--- src/logic/rt_opt_pkg.sv ---
// constants shared by the mode command option logic
package rt_opt_pkg;
	// register addresses
	localparam logic [15:0] ADDR_SELFTEST_DEFAULT = 16'h0014;
	localparam logic [15:0] ADDR_SELFTEST_ALTERNATE = 16'h0015;
	localparam logic [15:0] ALT_WORD_RESET = 16'h0000;
	// mode codes
	localparam logic [4:0] MC_SYNC = 5'h01;
	localparam logic [4:0] MC_SHUTDOWN = 5'h04;
	localparam logic [4:0] MC_OVERRIDE = 5'h05;
	localparam logic [4:0] MC_RESET_RT = 5'h08;
	localparam logic [4:0] MC_TX_BIT_WORD = 5'h13;
	localparam logic [4:0] MC_SEL_SHUTDOWN = 5'h14;
	localparam logic [4:0] MC_SEL_OVERRIDE = 5'h15;
	// shutdown status field in the default self-test word
	localparam int BIT_A_TX_SD = 15;
	localparam int BIT_A_RX_SD = 14;
	localparam int BIT_B_TX_SD = 13;
	localparam int BIT_B_RX_SD = 12;
	localparam int STATUS_LOW_W = 12;
	// bus indices
	localparam int BUS_A = 0;
	localparam int BUS_B = 1;
	// time-tag tick
	localparam int CLK_PERIOD_NS = 5;
	localparam int TICK_PERIOD_NS = 1000;
	localparam int TICK_CYCLES = (TICK_PERIOD_NS + CLK_PERIOD_NS - 1) / CLK_PERIOD_NS;
	localparam logic [15:0] TIMETAG_RESET = 16'h0000;
endpackage : rt_opt_pkg

--- src/logic/rt_mode_command_options.sv ---
// mode command option logic: time-tag clear, self-test word choice, bus shutdown
`timescale 1ns/10ps
module rt_mode_command_options #(
	parameter int TICK_DIV = rt_opt_pkg::TICK_CYCLES
) (
	input wire logic i_core_clk,
	input wire logic i_rstn,
	input wire logic i_master_reset_pin,
	input wire logic i_soft_reset_bit,
	input wire logic i_timetag_clear_bit,
	input wire logic i_alt_selftest_word_select,
	input wire logic i_host_shutdown_handling,
	input wire logic i_shutdown_scope_select,
	input wire logic i_bus_a_tx_inhibit,
	input wire logic i_bus_b_tx_inhibit,
	input wire logic i_active_bus_b,
	input wire logic [15:0] i_bus_a_select,
	input wire logic [15:0] i_bus_b_select,
	input wire logic i_mc_valid,
	input wire logic [4:0] i_mc_code,
	input wire logic [15:0] i_mc_data,
	input wire logic [rt_opt_pkg::STATUS_LOW_W-1:0] i_selftest_status,
	input wire logic i_host_wr,
	input wire logic i_host_rd,
	input wire logic [15:0] i_host_addr,
	input wire logic [15:0] i_host_wdata,
	output logic [15:0] o_host_rdata,
	output logic [15:0] o_bit_word,
	output logic o_bit_word_valid,
	output logic o_tx_enable_a,
	output logic o_tx_enable_b,
	output logic o_rx_enable_a,
	output logic o_rx_enable_b,
	output logic [15:0] o_timetag
);
	import rt_opt_pkg::*;

	typedef struct packed {
		logic [1:0] tx_sd;
		logic [1:0] rx_sd;
		logic [15:0] alt_word;
		logic [15:0] rdata;
		logic [15:0] bit_word;
		logic bit_valid;
	} opt_state_t;

	opt_state_t st_r;
	opt_state_t st_nxt;
	logic inact;
	logic [15:0] inact_select;
	logic auto_ok;
	logic do_shutdown;
	logic do_override;
	logic reactivate_all;
	logic [15:0] default_word;
	logic sync_cmd;

	// ----------------------------------------
	// command decode
	// ----------------------------------------
	// inactive bus is the one not carrying this command
	assign inact = ~i_active_bus_b;
	assign inact_select = inact ? i_bus_b_select : i_bus_a_select;
	// selected variants act only when the device owns shutdown duty
	assign auto_ok = ~i_host_shutdown_handling;
	assign do_shutdown = i_mc_valid && ((i_mc_code == MC_SHUTDOWN)
		|| (i_mc_code == MC_SEL_SHUTDOWN && auto_ok && i_mc_data == inact_select));
	assign do_override = i_mc_valid && ((i_mc_code == MC_OVERRIDE)
		|| (i_mc_code == MC_SEL_OVERRIDE && auto_ok && i_mc_data == inact_select));
	assign reactivate_all = i_master_reset_pin || i_soft_reset_bit
		|| (i_mc_valid && i_mc_code == MC_RESET_RT);
	assign sync_cmd = i_mc_valid && i_mc_code == MC_SYNC;

	// default word: shutdown flags on top, device status below
	assign default_word = {st_r.tx_sd[BUS_A], st_r.rx_sd[BUS_A], st_r.tx_sd[BUS_B],
		st_r.rx_sd[BUS_B], i_selftest_status};

	// ----------------------------------------
	// next state
	// ----------------------------------------
	always_comb begin
		st_nxt = st_r;
		st_nxt.bit_valid = 1'b0;
		// shutdown flags per bus
		if (reactivate_all) begin
			st_nxt.tx_sd = 2'b00;
			st_nxt.rx_sd = 2'b00;
		end else if (do_shutdown) begin
			st_nxt.tx_sd[inact] = 1'b1;
			if (i_shutdown_scope_select) begin
				st_nxt.rx_sd[inact] = 1'b1;
			end
		end else if (do_override) begin
			st_nxt.tx_sd[inact] = 1'b0;
			st_nxt.rx_sd[inact] = 1'b0;
		end
		// transmit BIT word answer
		if (i_mc_valid && i_mc_code == MC_TX_BIT_WORD) begin
			st_nxt.bit_valid = 1'b1;
			st_nxt.bit_word = i_alt_selftest_word_select ? st_r.alt_word
				: default_word;
		end
		// host register port; default word is read only
		if (i_host_wr && i_host_addr == ADDR_SELFTEST_ALTERNATE) begin
			st_nxt.alt_word = i_host_wdata;
		end
		if (i_host_rd) begin
			case (i_host_addr)
				ADDR_SELFTEST_DEFAULT: begin
					st_nxt.rdata = default_word;
				end
				ADDR_SELFTEST_ALTERNATE: begin
					st_nxt.rdata = st_r.alt_word;
				end
				default: begin
					st_nxt.rdata = 16'h0000;
				end
			endcase
		end
	end

	always_ff @(posedge i_core_clk) begin
		if (!i_rstn) begin
			st_r <= '{tx_sd: 2'b00, rx_sd: 2'b00, alt_word: ALT_WORD_RESET,
				rdata: 16'h0000, bit_word: 16'h0000, bit_valid: 1'b0};
		end else begin
			st_r <= st_nxt;
		end
	end

	// ----------------------------------------
	// outputs
	// ----------------------------------------
	// host inhibits always gate transmit, which is how host-handled shutdown works
	assign o_tx_enable_a = ~st_r.tx_sd[BUS_A] & ~i_bus_a_tx_inhibit;
	assign o_tx_enable_b = ~st_r.tx_sd[BUS_B] & ~i_bus_b_tx_inhibit;
	assign o_rx_enable_a = ~st_r.rx_sd[BUS_A];
	assign o_rx_enable_b = ~st_r.rx_sd[BUS_B];
	assign o_host_rdata = st_r.rdata;
	assign o_bit_word = st_r.bit_word;
	assign o_bit_word_valid = st_r.bit_valid;

	timetag_counter #(
		.DIV(TICK_DIV),
		.WIDTH(16)
	) u_timetag (
		.i_core_clk(i_core_clk),
		.i_rstn(i_rstn),
		.i_hold_clear(i_timetag_clear_bit),
		.i_sync_clear(sync_cmd),
		.o_count(o_timetag)
	);
endmodule : rt_mode_command_options

--- src/logic/timetag_counter.sv ---
// time-tag counter with clock divider, hold-clear and sync reset
`timescale 1ns/10ps
module timetag_counter #(
	parameter int DIV = rt_opt_pkg::TICK_CYCLES,
	parameter int WIDTH = 16
) (
	input wire logic i_core_clk,
	input wire logic i_rstn,
	input wire logic i_hold_clear,
	input wire logic i_sync_clear,
	output logic [WIDTH-1:0] o_count
);
	import rt_opt_pkg::*;

	typedef struct packed {
		logic [15:0] div;
		logic [WIDTH-1:0] cnt;
	} tt_state_t;

	tt_state_t st_r;
	tt_state_t st_nxt;
	logic tick;

	// ----------------------------------------
	// divider and counter
	// ----------------------------------------
	// divider clears along with the count on hold or sync, so the phase restarts on release
	always_comb begin
		st_nxt = st_r;
		tick = (st_r.div == 16'(DIV - 1));
		if (i_hold_clear || i_sync_clear) begin
			st_nxt.cnt = '0;
			st_nxt.div = '0;
		end else if (tick) begin
			st_nxt.div = '0;
			st_nxt.cnt = st_r.cnt + WIDTH'(1);
		end else begin
			st_nxt.div = st_r.div + 16'h0001;
		end
	end

	always_ff @(posedge i_core_clk) begin
		if (!i_rstn) begin
			st_r <= '0;
		end else begin
			st_r <= st_nxt;
		end
	end

	assign o_count = st_r.cnt;
endmodule : timetag_counter

--- config.mk ---
export PLATFORM = sky130hd
export DESIGN_NAME = rt_mode_command_options
export DESIGN_NICKNAME = d
export VERILOG_FILES = /design/src/logic/rt_opt_pkg.sv /design/src/logic/rt_mode_command_options.sv /design/src/logic/timetag_counter.sv
export SDC_FILE = /design/constraint.sdc
export NUM_CORES = 1
export LEC_CHECK = 0
export BUFFER_PORTS_ARGS = -buffer_cell sky130_fd_sc_hd__buf_2
export CAP_MARGIN = 10
export CELL_PAD_IN_SITES_DETAIL_PLACEMENT = 1
export CELL_PAD_IN_SITES_GLOBAL_PLACEMENT = 2
export CORE_AREA = 4 4 125 127
export CTS_CLUSTER_SIZE = 16
export DETAILED_ROUTE_END_ITERATION = 10
export DIE_AREA = 0 0 129 131
export GPL_TIMING_DRIVEN = 0
export PLACE_DENSITY_LB_ADDON = 0.1
export SLEW_MARGIN = 20
export SYNTH_ARGS = -nofsm -noshare
export SYNTH_HDL_FRONTEND = slang
export SYNTH_SLANG_ARGS = --single-unit
--- constraint.sdc ---
create_clock -name i_core_clk -period 6.35 [get_ports i_core_clk]
set_input_delay 0.3175 -clock i_core_clk [delete_from_list [all_inputs] [get_ports i_core_clk]]
set_output_delay 0.3175 -clock i_core_clk [all_outputs]
set_load 0.03 [all_outputs]
; Word-level counts from Yosys, hierarchy flattened
; Index checks and enable logic that the tools add are counted.
[totals]
output_inout_bits = 53
inputBits = 111
ff_bits = 85
wordCells = 70
[classes]
mux = 9
n_reduce_logical = 21
bitwise_logic = 16
magnitude_cmp = 2
eq_ne = 12
addsub = 2
[ops]
columns = operator, count
row1 = $add A16 B1 Y16 const B, 2
row2 = $eq A16 B5 Y1 const B, 2
row3 = $mux W16, 2
row4 = $pmux W16 S2, 1
row5 = $eq A16 B16 Y1, 1
row6 = $eq A16 B8 Y1 const B, 1
row7 = $eq A5 B5 Y1 const B, 3
row8 = $logic_and A1 B1 Y1, 11
row9 = $eq A5 B3 Y1 const B, 2
row10 = $not A1 Y1, 9
row11 = $mux W4, 2
row12 = $eq A5 B1 Y1 const B, 1
row13 = $eq A5 B4 Y1 const B, 1
row14 = $logic_or A1 B1 Y1, 5
row15 = $and A2 B2 Y2, 2
row16 = $or A2 B2 Y2, 2
row17 = $reduce_or A2 Y1, 2
row18 = $reduce_or A3 Y1, 1
row19 = $and A1 B1 Y1, 2
row20 = $lt A1 B2 Y1 const B, 1
row21 = $mux W1, 2
row22 = $mux W2, 1
row23 = $ne A2 B2 Y1 const B, 1
row24 = $not A2 Y2, 1
row25 = 4 further kinds, 4

; Depth between registers and ports, before layout
; Gate-level depths: netlist of run 1.
[depth]
ltp_word = 9
ltp_mapped = 8
mapped_depth_nobuf = 7

; Hierarchy
; From an unflattened synthesis of run 1, not the netlist that was laid out.
[hier_totals]
cells_unflattened = 549
area_unflattened_um2 = 4809.6
[by_module_without_submodules]
columns = module, cells_each, area_each_um2, n_inst, seq_area_each_um2
row1 = rt_mode_command_options, 354, 3124.2, 1, 1061.0
row2 = timetag_counter, 195, 1685.4, 1, 640.6

; Worst setup path after synthesis of run 1
; No wires, ideal clock.
[synth_timing]
path_type = input port to flip-flop
from = input port i_active_bus_b
to = register (tool-made name)
setup_slack_ns = 4.192
arrival_time_ns = 2.039
stages = 8
setup_time_ns = 0.119
path_cell_list = clkbuf_1 > buf_2 > mux2i_1 > xor2_1 > nand4_1 > nor3_1 > a41o_1 > a21oi_1
[synth_rtl]
columns = element, line_no
row1 = "start, declared", rt_mode_command_options.sv:16  ; input wire logic i_active_bus_b,

; Worst setup path after layout of run 1
[layout_timing]
from = register u_timetag.st_r[19] in the netlist's numbering
to = register u_timetag.st_r, in the netlist u_timetag.o_count[8]
[layout_between]
elab_chain_cells = 1
[layout_rtl]
columns = element, line_no
row1 = "start, declared", timetag_counter.sv:20  ; tt_state_t st_r;
row2 = "start signal, assigned", timetag_counter.sv:46  ; st_r <= st_nxt;
row3 = $eq A16 B8 Y1, timetag_counter.sv:30  ; tick = (st_r.div == 16'(DIV - 1));
; Every way passes these cells.
; A chain may end at the register's enable or synchronous reset.

==> flow_summary.ini, run 1 <==
[grt]
grt_start_max_net_pins = 15
antenna_found_initial = 0
grt_pass1_wl_um = 21020
first_global_vias = 4242
met3_usage_pct = 4.472
grt_use_met1_pct = 19.25
track_usage_pct = 15.91
top_usage_layer = met2
met2_usage_pct = 27.68
gr-total-overflow = 0

[yosys]
synth_seq_cells = 85
synth_top_area_cell = dfxtp_1
syn_area_mm2 = 0.004462
async_flop_share_pct = 0
yosys_warnings = 0
synth_edf_count = 0
synth-main-ff-cell = dfxtp_1
synth_area_leaders = dfxtp_1 38%, buf_4 8.1%, o211a_1 7.2%, mux2i_1 7.0%, xor2_1 5.9%
synthDominantCellAreaShare_pct = 38.14
synth_most_common_cell = dfxtp_1
syn_avg_cell_area_um2 = 8.888
synth_common_cells = 85 x dfxtp_1, 62 x nand2_1, 48 x buf_4
syn_inst = 502
synth_seq_area_share_pct = 38.14
syn_nets = 615
synthDistinctLibCells = 44

[setup_path]
crit_path_max_fanout = 9
reg2reg_depth = 5
startpoint_type = register
path_class = register to register
cp.arrival_ns = 2.62
cp-end-kind = register
required_ns = 6.61

[clock_network]
post-cts-setup-buffer-count = 0
root_buffer = clkbuf_16
cts_resized = 0
tritoncts = yes
cts_buffers = 9
clkTransAtPathRegs_ns = 0.07
holdBufCountCts = 0
cts-htree-levels = 3
insertion_delay_ns = 0.34
clock_path_buffers = 2
clock_sinks = 85

[sta]
grt_setup_unrepaired = no
hold_violations = 0
fmax_ghz = 0.4232
post-route-min-period_ns = 2.363
relSlewSlack_pct = 54.32
worst_pin_slew_ns = 0.6799
period_share_pct = 37.21
setup_viol = 0
fin_tns_setup_ns = 0
hold-worst-slack_ns = 0.2427
worst_slack_ns = 3.987
finalMaxSlewViolations = 0
fin_skew_ns = 0.007848

[detailed_routing]
avgViaCountPerCell = 4.669
antenna_left = 0
drt_pass1_iterations = 4
via_count = 4020
drt-initial-drc-count = 143
detail_route.wl_per_cell_um = 15.33
finalWirelength_um = 13200
drc_errors = 0

[placement]
portBuffers = 159
placed_cells = 845
hpwl_um = 10660
place_ws_ns = 3.736
gp_congestion = 0.8182

[floorplanning]
die_w_um = 129
ios = 164
row_count = 44
fp.dieH_um = 131
coreArea_mm2 = 0.01442
start_util_pct = 30.93
die_area_mm2 = 0.01690

[layout]
final_cells = 861
layout.nets = 785
layout-drive-gt1-share_pct = 34.86
area_delta_synth_final_pct = 29.75
antenna_cells = 0
fillers = 1759

[status]
status = completed

[flow_run]
maxCapViolations = 0

[worst_hold_path]
whs_path_depth = 3
worstHoldPathType = input pin to register

[power]
peakVddDrop_mv = 0.1432
powerDensity_mw_per_mm2 = 208.5
power_leakage_nw = 2.912
## path summary, 6_finish.rpt
check	to	from	slack, ns
max	u_timetag.o_count[8]$_SDFFE_PP0P_	u_timetag.st_r[19]$_SDFF_PP0_	3.99
min	st_r[35]$_SDFFE_PN0P_	i_host_wdata[2]	0.24
max reg2reg	u_timetag.o_count[8]$_SDFFE_PP0P_	u_timetag.st_r[19]$_SDFF_PP0_	3.99
min reg2reg	u_timetag.st_r[16]$_SDFF_PP0_	u_timetag.st_r[16]$_SDFF_PP0_	0.44
## registers in the layout, summed over array words and instances, names as in the netlist, named ones only
| register | count |
|---|---|
| o_bit_word | 16 |
| o_bit_word_valid | 1 |
| o_host_rdata | 16 |
| st_r | 16 |
| u_timetag.o_count | 16 |
| u_timetag.st_r | 16 |
## worst max-delay path: stages, from the launching register on
cell,delay (ns)
dfxtp_1,0.37
or4_4,0.55
nor4_4,0.59
nand4_4,0.24
or3_1,0.36
a21oi_1,0.17
## layout make-up
type                    instances  area, um^2  share of cell area [%]
clock buffers                  11       242.7                   4.193
multi-input cells             334        2257                   38.99
inverters                       7       26.28                  0.4539
repair buffers                159       795.8                   13.75
clock inverters                 5       58.81                   1.016
plain buffers                  76       476.7                   8.234
flip-flops and latches         85        1702                   29.39
well taps                     184       230.2                   3.977
## per-layer routing
layer	vias up	wire length (um)
li1	2040	-
met3	12	844
met4	0	198
met2	99	6579
met1	1869	5576
met5	-	0
## cells by family after synthesis
logic type               Yosys count  share of synthesized area, %
AO/OA/AOI/OAI                     82                         15.09
XOR/XNOR                          43                         8.441
adder cells (fa/ha/maj)            2                        0.5608
buffers and inverters             83                         11.27
flip-flops                        85                         38.14
multiplexers                      31                         6.955
AND/OR/NAND/NOR                  176                         19.55
## power breakdown
group	total, mW	switching, mW	leakage (nW)	internal (mW)
logic	0.131	0.0696	2.08	0.0614
registers	0.544	0.00371	0.688	0.540
clock network	0.532	0.216	0.142	0.316
## cell usage in the layout (no fill, tap or decap), types with 3 or more instances in the layout
cell	synthesis	routed
a21boi_0	16	16
a21oi_1	8	8
a22oi_1	16	16
and3_1	6	6
buf_1	3	3
buf_2	2	161
buf_4	48	48
clkbuf_1	21	22
clkbuf_16	0	9
dfxtp_1	85	85
inv_1	7	7
mux2i_1	31	31
nand2_1	62	62
nand3_1	28	28
nand4_1	12	12
nor2_1	40	40
nor3_1	6	6
o211a_1	32	32
xnor2_1	13	13
xor2_1	30	30
## through the flow
step | util [%] | cell area [um^2] | power, mW
4_1_cts | 40.14 | 5789 | 1.224
2_1_floorplan | - | 4462 | 0.6286
3_5_place_dp | 38.05 | 5488 | 0.6891
5_1_grt | 40.14 | 5789 | 1.262
3_3_place_gp | 38.05 | 5488 | 0.6863
6_report | 40.14 | 5789 | 1.207
(Power assumes the default switching activity.)
==> run 2: changes to the inputs <==
CORE_AREA = 4 4 136 138   (was 4 4 125 127)
DIE_AREA = 0 0 140 142   (was 0 0 129 131)
clock period = 2.1 ns   (was 6.35 ns; I/O delays follow)
==> run 2 against run 1 <==
Effect of this change: first-iteration DRC count up 15%; final area up 2.9%; sequential share of layout area down 0.61 points; die area up 18%; critical path type unchanged; highest routed layer is now met5.
==> flow_summary.ini, run 2 (same netlist as run 1, synthesis figures left out) <==
[status]
status = completed

[power]
intPower_mw = 2.888
p_switching_mw = 0.8772
powerDensity_mw_per_mm2 = 632.3
p_sw_share_pct = 23.29
pwr-share-clk_pct = 45.9
p_total_mw = 3.766
peakVddDrop_mv = 0.3556
combPwrFrac_pct = 10.5
p_seq_share_pct = 43.6
power_leakage_nw = 2.968

[detailed_routing]
drt-initial-drc-count = 165
drc_errors = 0
drt_pass1_iterations = 4
finalWirelength_um = 13900
avgViaCountPerCell = 4.530
via_count = 4109
antenna_left = 0
detail_route.wl_per_cell_um = 15.33

[setup_path]
required_ns = 2.38
regToRegStartpoint = u_timetag.st_r[19]$_SDFF_PP0_
path_cells = or4_4, nor4_4, buf_4, nand4_4, or3_4, a21oi_2
path_class = register to register
cp-startpoint = u_timetag.st_r[19]$_SDFF_PP0_
crit_buf_inv = 1
cp-end-kind = register
critPathMaxStageDelay_ns = 0.52
r2r_slack_ns = 0.07
startpoint_type = register
crit_path_max_fanout = 7
critPathSlowestCell = or4_4
cp.arrival_ns = 2.30
cp_top_family = simple AND/OR/NAND/NOR gates

[clock_network]
clock_sinks = 85
insertion_delay_ns = 0.34
root_buffer = clkbuf_16
holdBufCountCts = 0
tritoncts = yes
clock_path_buffers = 2
cts-htree-levels = 3
clkTransAtPathRegs_ns = 0.07
cts_buffers = 9

[floorplanning]
coreArea_mm2 = 0.01718
die_area_mm2 = 0.01988
row_count = 48
die_w_um = 140
ios = 164
fp.dieH_um = 142
start_util_pct = 25.98

[worst_hold_path]
worstHoldPathType = input pin to register
min-delay-start = i_host_wdata[1]

[flow_run]
maxCapViolations = 0

[layout]
antenna_cells = 0
mostFrequentLayoutCells = 160 x buf_2, 79 x dfxtp_1, 62 x nand2_1
final_common_cell = buf_2
utilization_pct = 34.67
layout.nets = 791
area_delta_synth_final_pct = 33.48
layout-drive-gt1-share_pct = 37.24

[sta]
hold-worst-slack_ns = 0.03669
fmax_ghz = 0.4930
fin_skew_ns = 0.01086
grt_setup_unrepaired = yes
period_share_pct = 96.58
setup_viol = 0
worst_pin_slew_ns = 0.7053
hold_violations = 0
post-route-min-period_ns = 2.028
relSlewSlack_pct = 52.98
finalMaxSlewViolations = 0

[grt]
grt_pass1_wl_um = 22190
track_usage_pct = 13.89
grt_start_max_net_pins = 15
first_global_vias = 4325
antenna_found_initial = 1
gr-total-overflow = 0

[placement]
hpwl_um = 11180
portBuffers = 159
gp_congestion = 0.7749
## run 2: final cells by class
type	count	area, um^2
multi-input combinational	334	2283
buffer	75	478.0
inverter	7	26.28
fill	2102	11220
clock buffer	10	239.0
sequential	85	1714
tap	225	281.5
timing repair buffer	166	848.3
clock inverter	5	85.08
## run 2: final timing paths
kind / depth (start not counted) / end
setup / recovery: 6 / u_timetag.o_count[8]$_SDFFE_PP0P_
hold / removal: 3 / st_r[34]$_SDFFE_PN0P_
setup reg to reg: 6 / u_timetag.o_count[8]$_SDFFE_PP0P_
hold reg to reg: 1 / u_timetag.st_r[16]$_SDFF_PP0_
## run 2: stage by stage
stage | std cells | setup TNS, ns | cell area (um^2) | worst slack (ns)
CTS | 904 | 0 | 5891 | 0.005677
floorplan | 502 | 0 | 4462 | 0.02017
global route | 907 | -0.1031 | 5956 | -0.03589
detailed placement | 886 | -6.742 | 5539 | -0.2922
finish | 907 | 0 | 5956 | 0.07179
global placement | 886 | -4.821 | 5539 | -0.2268
## run 2: power groups by stage
stage / Clock (mW) / Sequential, mW / Combinational, mW
finish: 1.73 / 1.64 / 0.397
global route: 1.85 / 1.64 / 0.438
CTS: 1.79 / 1.64 / 0.404
detailed placement: 0 / 1.68 / 0.403
global placement: 0 / 1.68 / 0.396
floorplan: 0 / 1.68 / 0.223
## run 2: routing by layer
| metal | GRT usage (%) | up-vias | part of all wire, % |
|---|---|---|---|
| met1 | 16.84 | 1901 | 44 |
| li1 | - | 2059 | - |
| met5 | 0 | - | 0.094 |
| met4 | 4.284 | 2 | 1.2 |
| met3 | 3.562 | 13 | 6.7 |
| met2 | 24.28 | 134 | 48 |
## run 2: timing repair
action / 4_1_cts / 5_1_grt
gates resized for setup: 1 / 16
pin swaps: 1 / 4
setup buffers: 3 / 4
setup endpoints to repair: 27 / 23
## run 2: worst reg2reg max path, delay by kind of cell, from the launching register on
kind / cells / cell delay [ns]
buffers and inverters: 1 / 0.17
AND/OR/NAND/NOR: 4 / 1.34
flip-flops: 1 / 0.35
AO/OA/AOI/OAI: 1 / 0.11
==> run 3: changes to the inputs <==
RECOVER_POWER = 100   (was not set)
==> run 3 against run 2 <==
Effect of this change: hold slack hardly changed; wire length is 0.25% higher; count of clock-buffer cells in the layout stayed put; clock power hardly changed; largest power group unchanged; clock skew hardly changed; cell count stayed put; global-route usage stayed put; largest cell class unchanged; sequential share of layout area is 0.33 points higher; critical path type unchanged; first-iteration DRC count is 0.61% higher; die area stayed put.
==> flow_summary.ini, run 3 (same netlist as run 1, synthesis figures left out) <==
[sta]
relSlewSlack_pct = 53.36
post-route-min-period_ns = 2.029
period_share_pct = 96.63
hold_violations = 0
finalMaxSlewViolations = 0
worst_pin_slew_ns = 0.6996
setup_viol = 0
worst_slack_ns = 0.07080
fmax_ghz = 0.4928
fin_tns_setup_ns = 0
fin_skew_ns = 0.01085
grt_setup_unrepaired = yes
hold-worst-slack_ns = 0.03628

[setup_path]
critPathSlowestCell = or4_4
required_ns = 2.38
cp-end-kind = register
cp.arrival_ns = 2.30
path_class = register to register
critPathMaxStageDelay_ns = 0.52
cp_top_family = simple AND/OR/NAND/NOR gates
regToRegStartpoint = u_timetag.st_r[19]$_SDFF_PP0_
path_cells = or4_4, nor4_4, buf_4, nand4_4, or3_4, a21oi_2
crit_path_max_fanout = 7
crit_buf_inv = 1
cp-startpoint = u_timetag.st_r[19]$_SDFF_PP0_
startpoint_type = register

[grt]
track_usage_pct = 13.89
grt_pass1_wl_um = 22190
first_global_vias = 4325
antenna_found_initial = 1
grt_start_max_net_pins = 15
gr-total-overflow = 0

[detailed_routing]
routed.top_layer = met5
wl_met3_um = 1032
route.met2.wl_um = 6658
detail_route.wl_per_cell_um = 15.36
drt_pass1_iterations = 4
drc_errors = 0
avgViaCountPerCell = 4.539
via_count = 4117
antenna_left = 0
drt-initial-drc-count = 166
finalWirelength_um = 13940
wl_met1_um = 6061

[layout]
fillers = 2120
final_cells = 907
antenna_cells = 0
utilization_pct = 34.28
area_delta_synth_final_pct = 31.97
seqCellArea_mm2 = 0.001714
layout.nets = 791
mostFrequentLayoutCells = 106 x buf_2, 79 x dfxtp_1, 75 x clkbuf_1
multi_input_area_mm2 = 0.002283
design_area_mm2 = 0.005888
layout-drive-gt1-share_pct = 29.33
final_common_cell = buf_2

[clock_network]
insertion_delay_ns = 0.34
cts-htree-levels = 3
tritoncts = yes
holdBufCountCts = 0
clock_path_buffers = 2
clock_sinks = 85
root_buffer = clkbuf_16
cts_buffers = 9
clkTransAtPathRegs_ns = 0.07

[power]
pwr-share-clk_pct = 45.9
intPower_mw = 2.882
p_seq_share_pct = 43.7
p_switching_mw = 0.8786
p_total_mw = 3.761
powerDensity_mw_per_mm2 = 638.7
peakVddDrop_mv = 0.3556
p_sw_share_pct = 23.36
combPwrFrac_pct = 10.4
power_leakage_nw = 2.748

[placement]
place_area_mm2 = 0.005539
place_ws_ns = -0.2922
placed_cells = 886
hpwl_um = 11180
portBuffers = 159
gp_congestion = 0.7749

[floorplanning]
start_util_pct = 25.98
row_count = 48
fp.dieH_um = 142
coreArea_mm2 = 0.01718
die_w_um = 140
ios = 164
die_area_mm2 = 0.01988

[worst_hold_path]
min-delay-start = i_host_wdata[1]
worstHoldPathType = input pin to register

[flow_run]
maxCapViolations = 0

[status]
status = completed
[run 3: changes by cell type in the layout (fill, tap and decap cells not counted)]
| cell | change |
|---|---|
| and2_1 | -1 |
| buf_2 | -54 |
| clkbuf_1 | +54 |
| and2_0 | +1 |
[run 3: path summary, 6_finish.rpt]
| path | endpoint | slack, ns | cells past startpoint |
|---|---|---|---|
| worst max-delay path | u_timetag.o_count[8]$_SDFFE_PP0P_ | 0.07 | 6 |
| worst min-delay path | st_r[34]$_SDFFE_PN0P_ | 0.04 | 3 |
| worst max register to register | u_timetag.o_count[8]$_SDFFE_PP0P_ | 0.07 | 6 |
| worst min register to register | u_timetag.st_r[16]$_SDFF_PP0_ | 0.46 | 1 |
[run 3: what timing repair did]
action / in CTS / in global routing
hold endpoints to repair: 0 / 0
endpoints found under the setup margin: 27 / 23
buffers inserted: 3 / 4
gates resized for setup: 1 / 16
pin swaps: 1 / 4
[run 3: area by class of cell]
cell class / instances / share of cell area, %
clock inverter: 5 / 1.445
tap: 225 / 4.781
clock buffer: 10 / 4.059
inverter: 7 / 0.4462
buffer: 75 / 8.117
multi-input combinational: 334 / 38.78
sequential: 85 / 29.11
timing repair buffer: 166 / 13.26
[run 3: power by group through the flow]
stage	Sequential, mW	Clock [mW]	Combinational [mW]
global route	1.64	1.85	0.432
finish	1.64	1.73	0.392
detailed placement	1.68	0	0.403
global placement	1.68	0	0.396
floorplan	1.68	0	0.223
CTS	1.64	1.79	0.404
[run 3: routing by layer]
metal | up-vias | track usage, %
met5 | - | 0
met1 | 1904 | 16.84
li1 | 2060 | -
met4 | 2 | 4.284
met2 | 138 | 24.28
met3 | 13 | 3.562
[run 3: tightest hold or removal path: cells and delay by family]
kind	cells	cell delay, ns
buffers and inverters	1	0.09
AOI/OAI and AO/OA	1	0.07
and+or+nand+nor	1	0.05
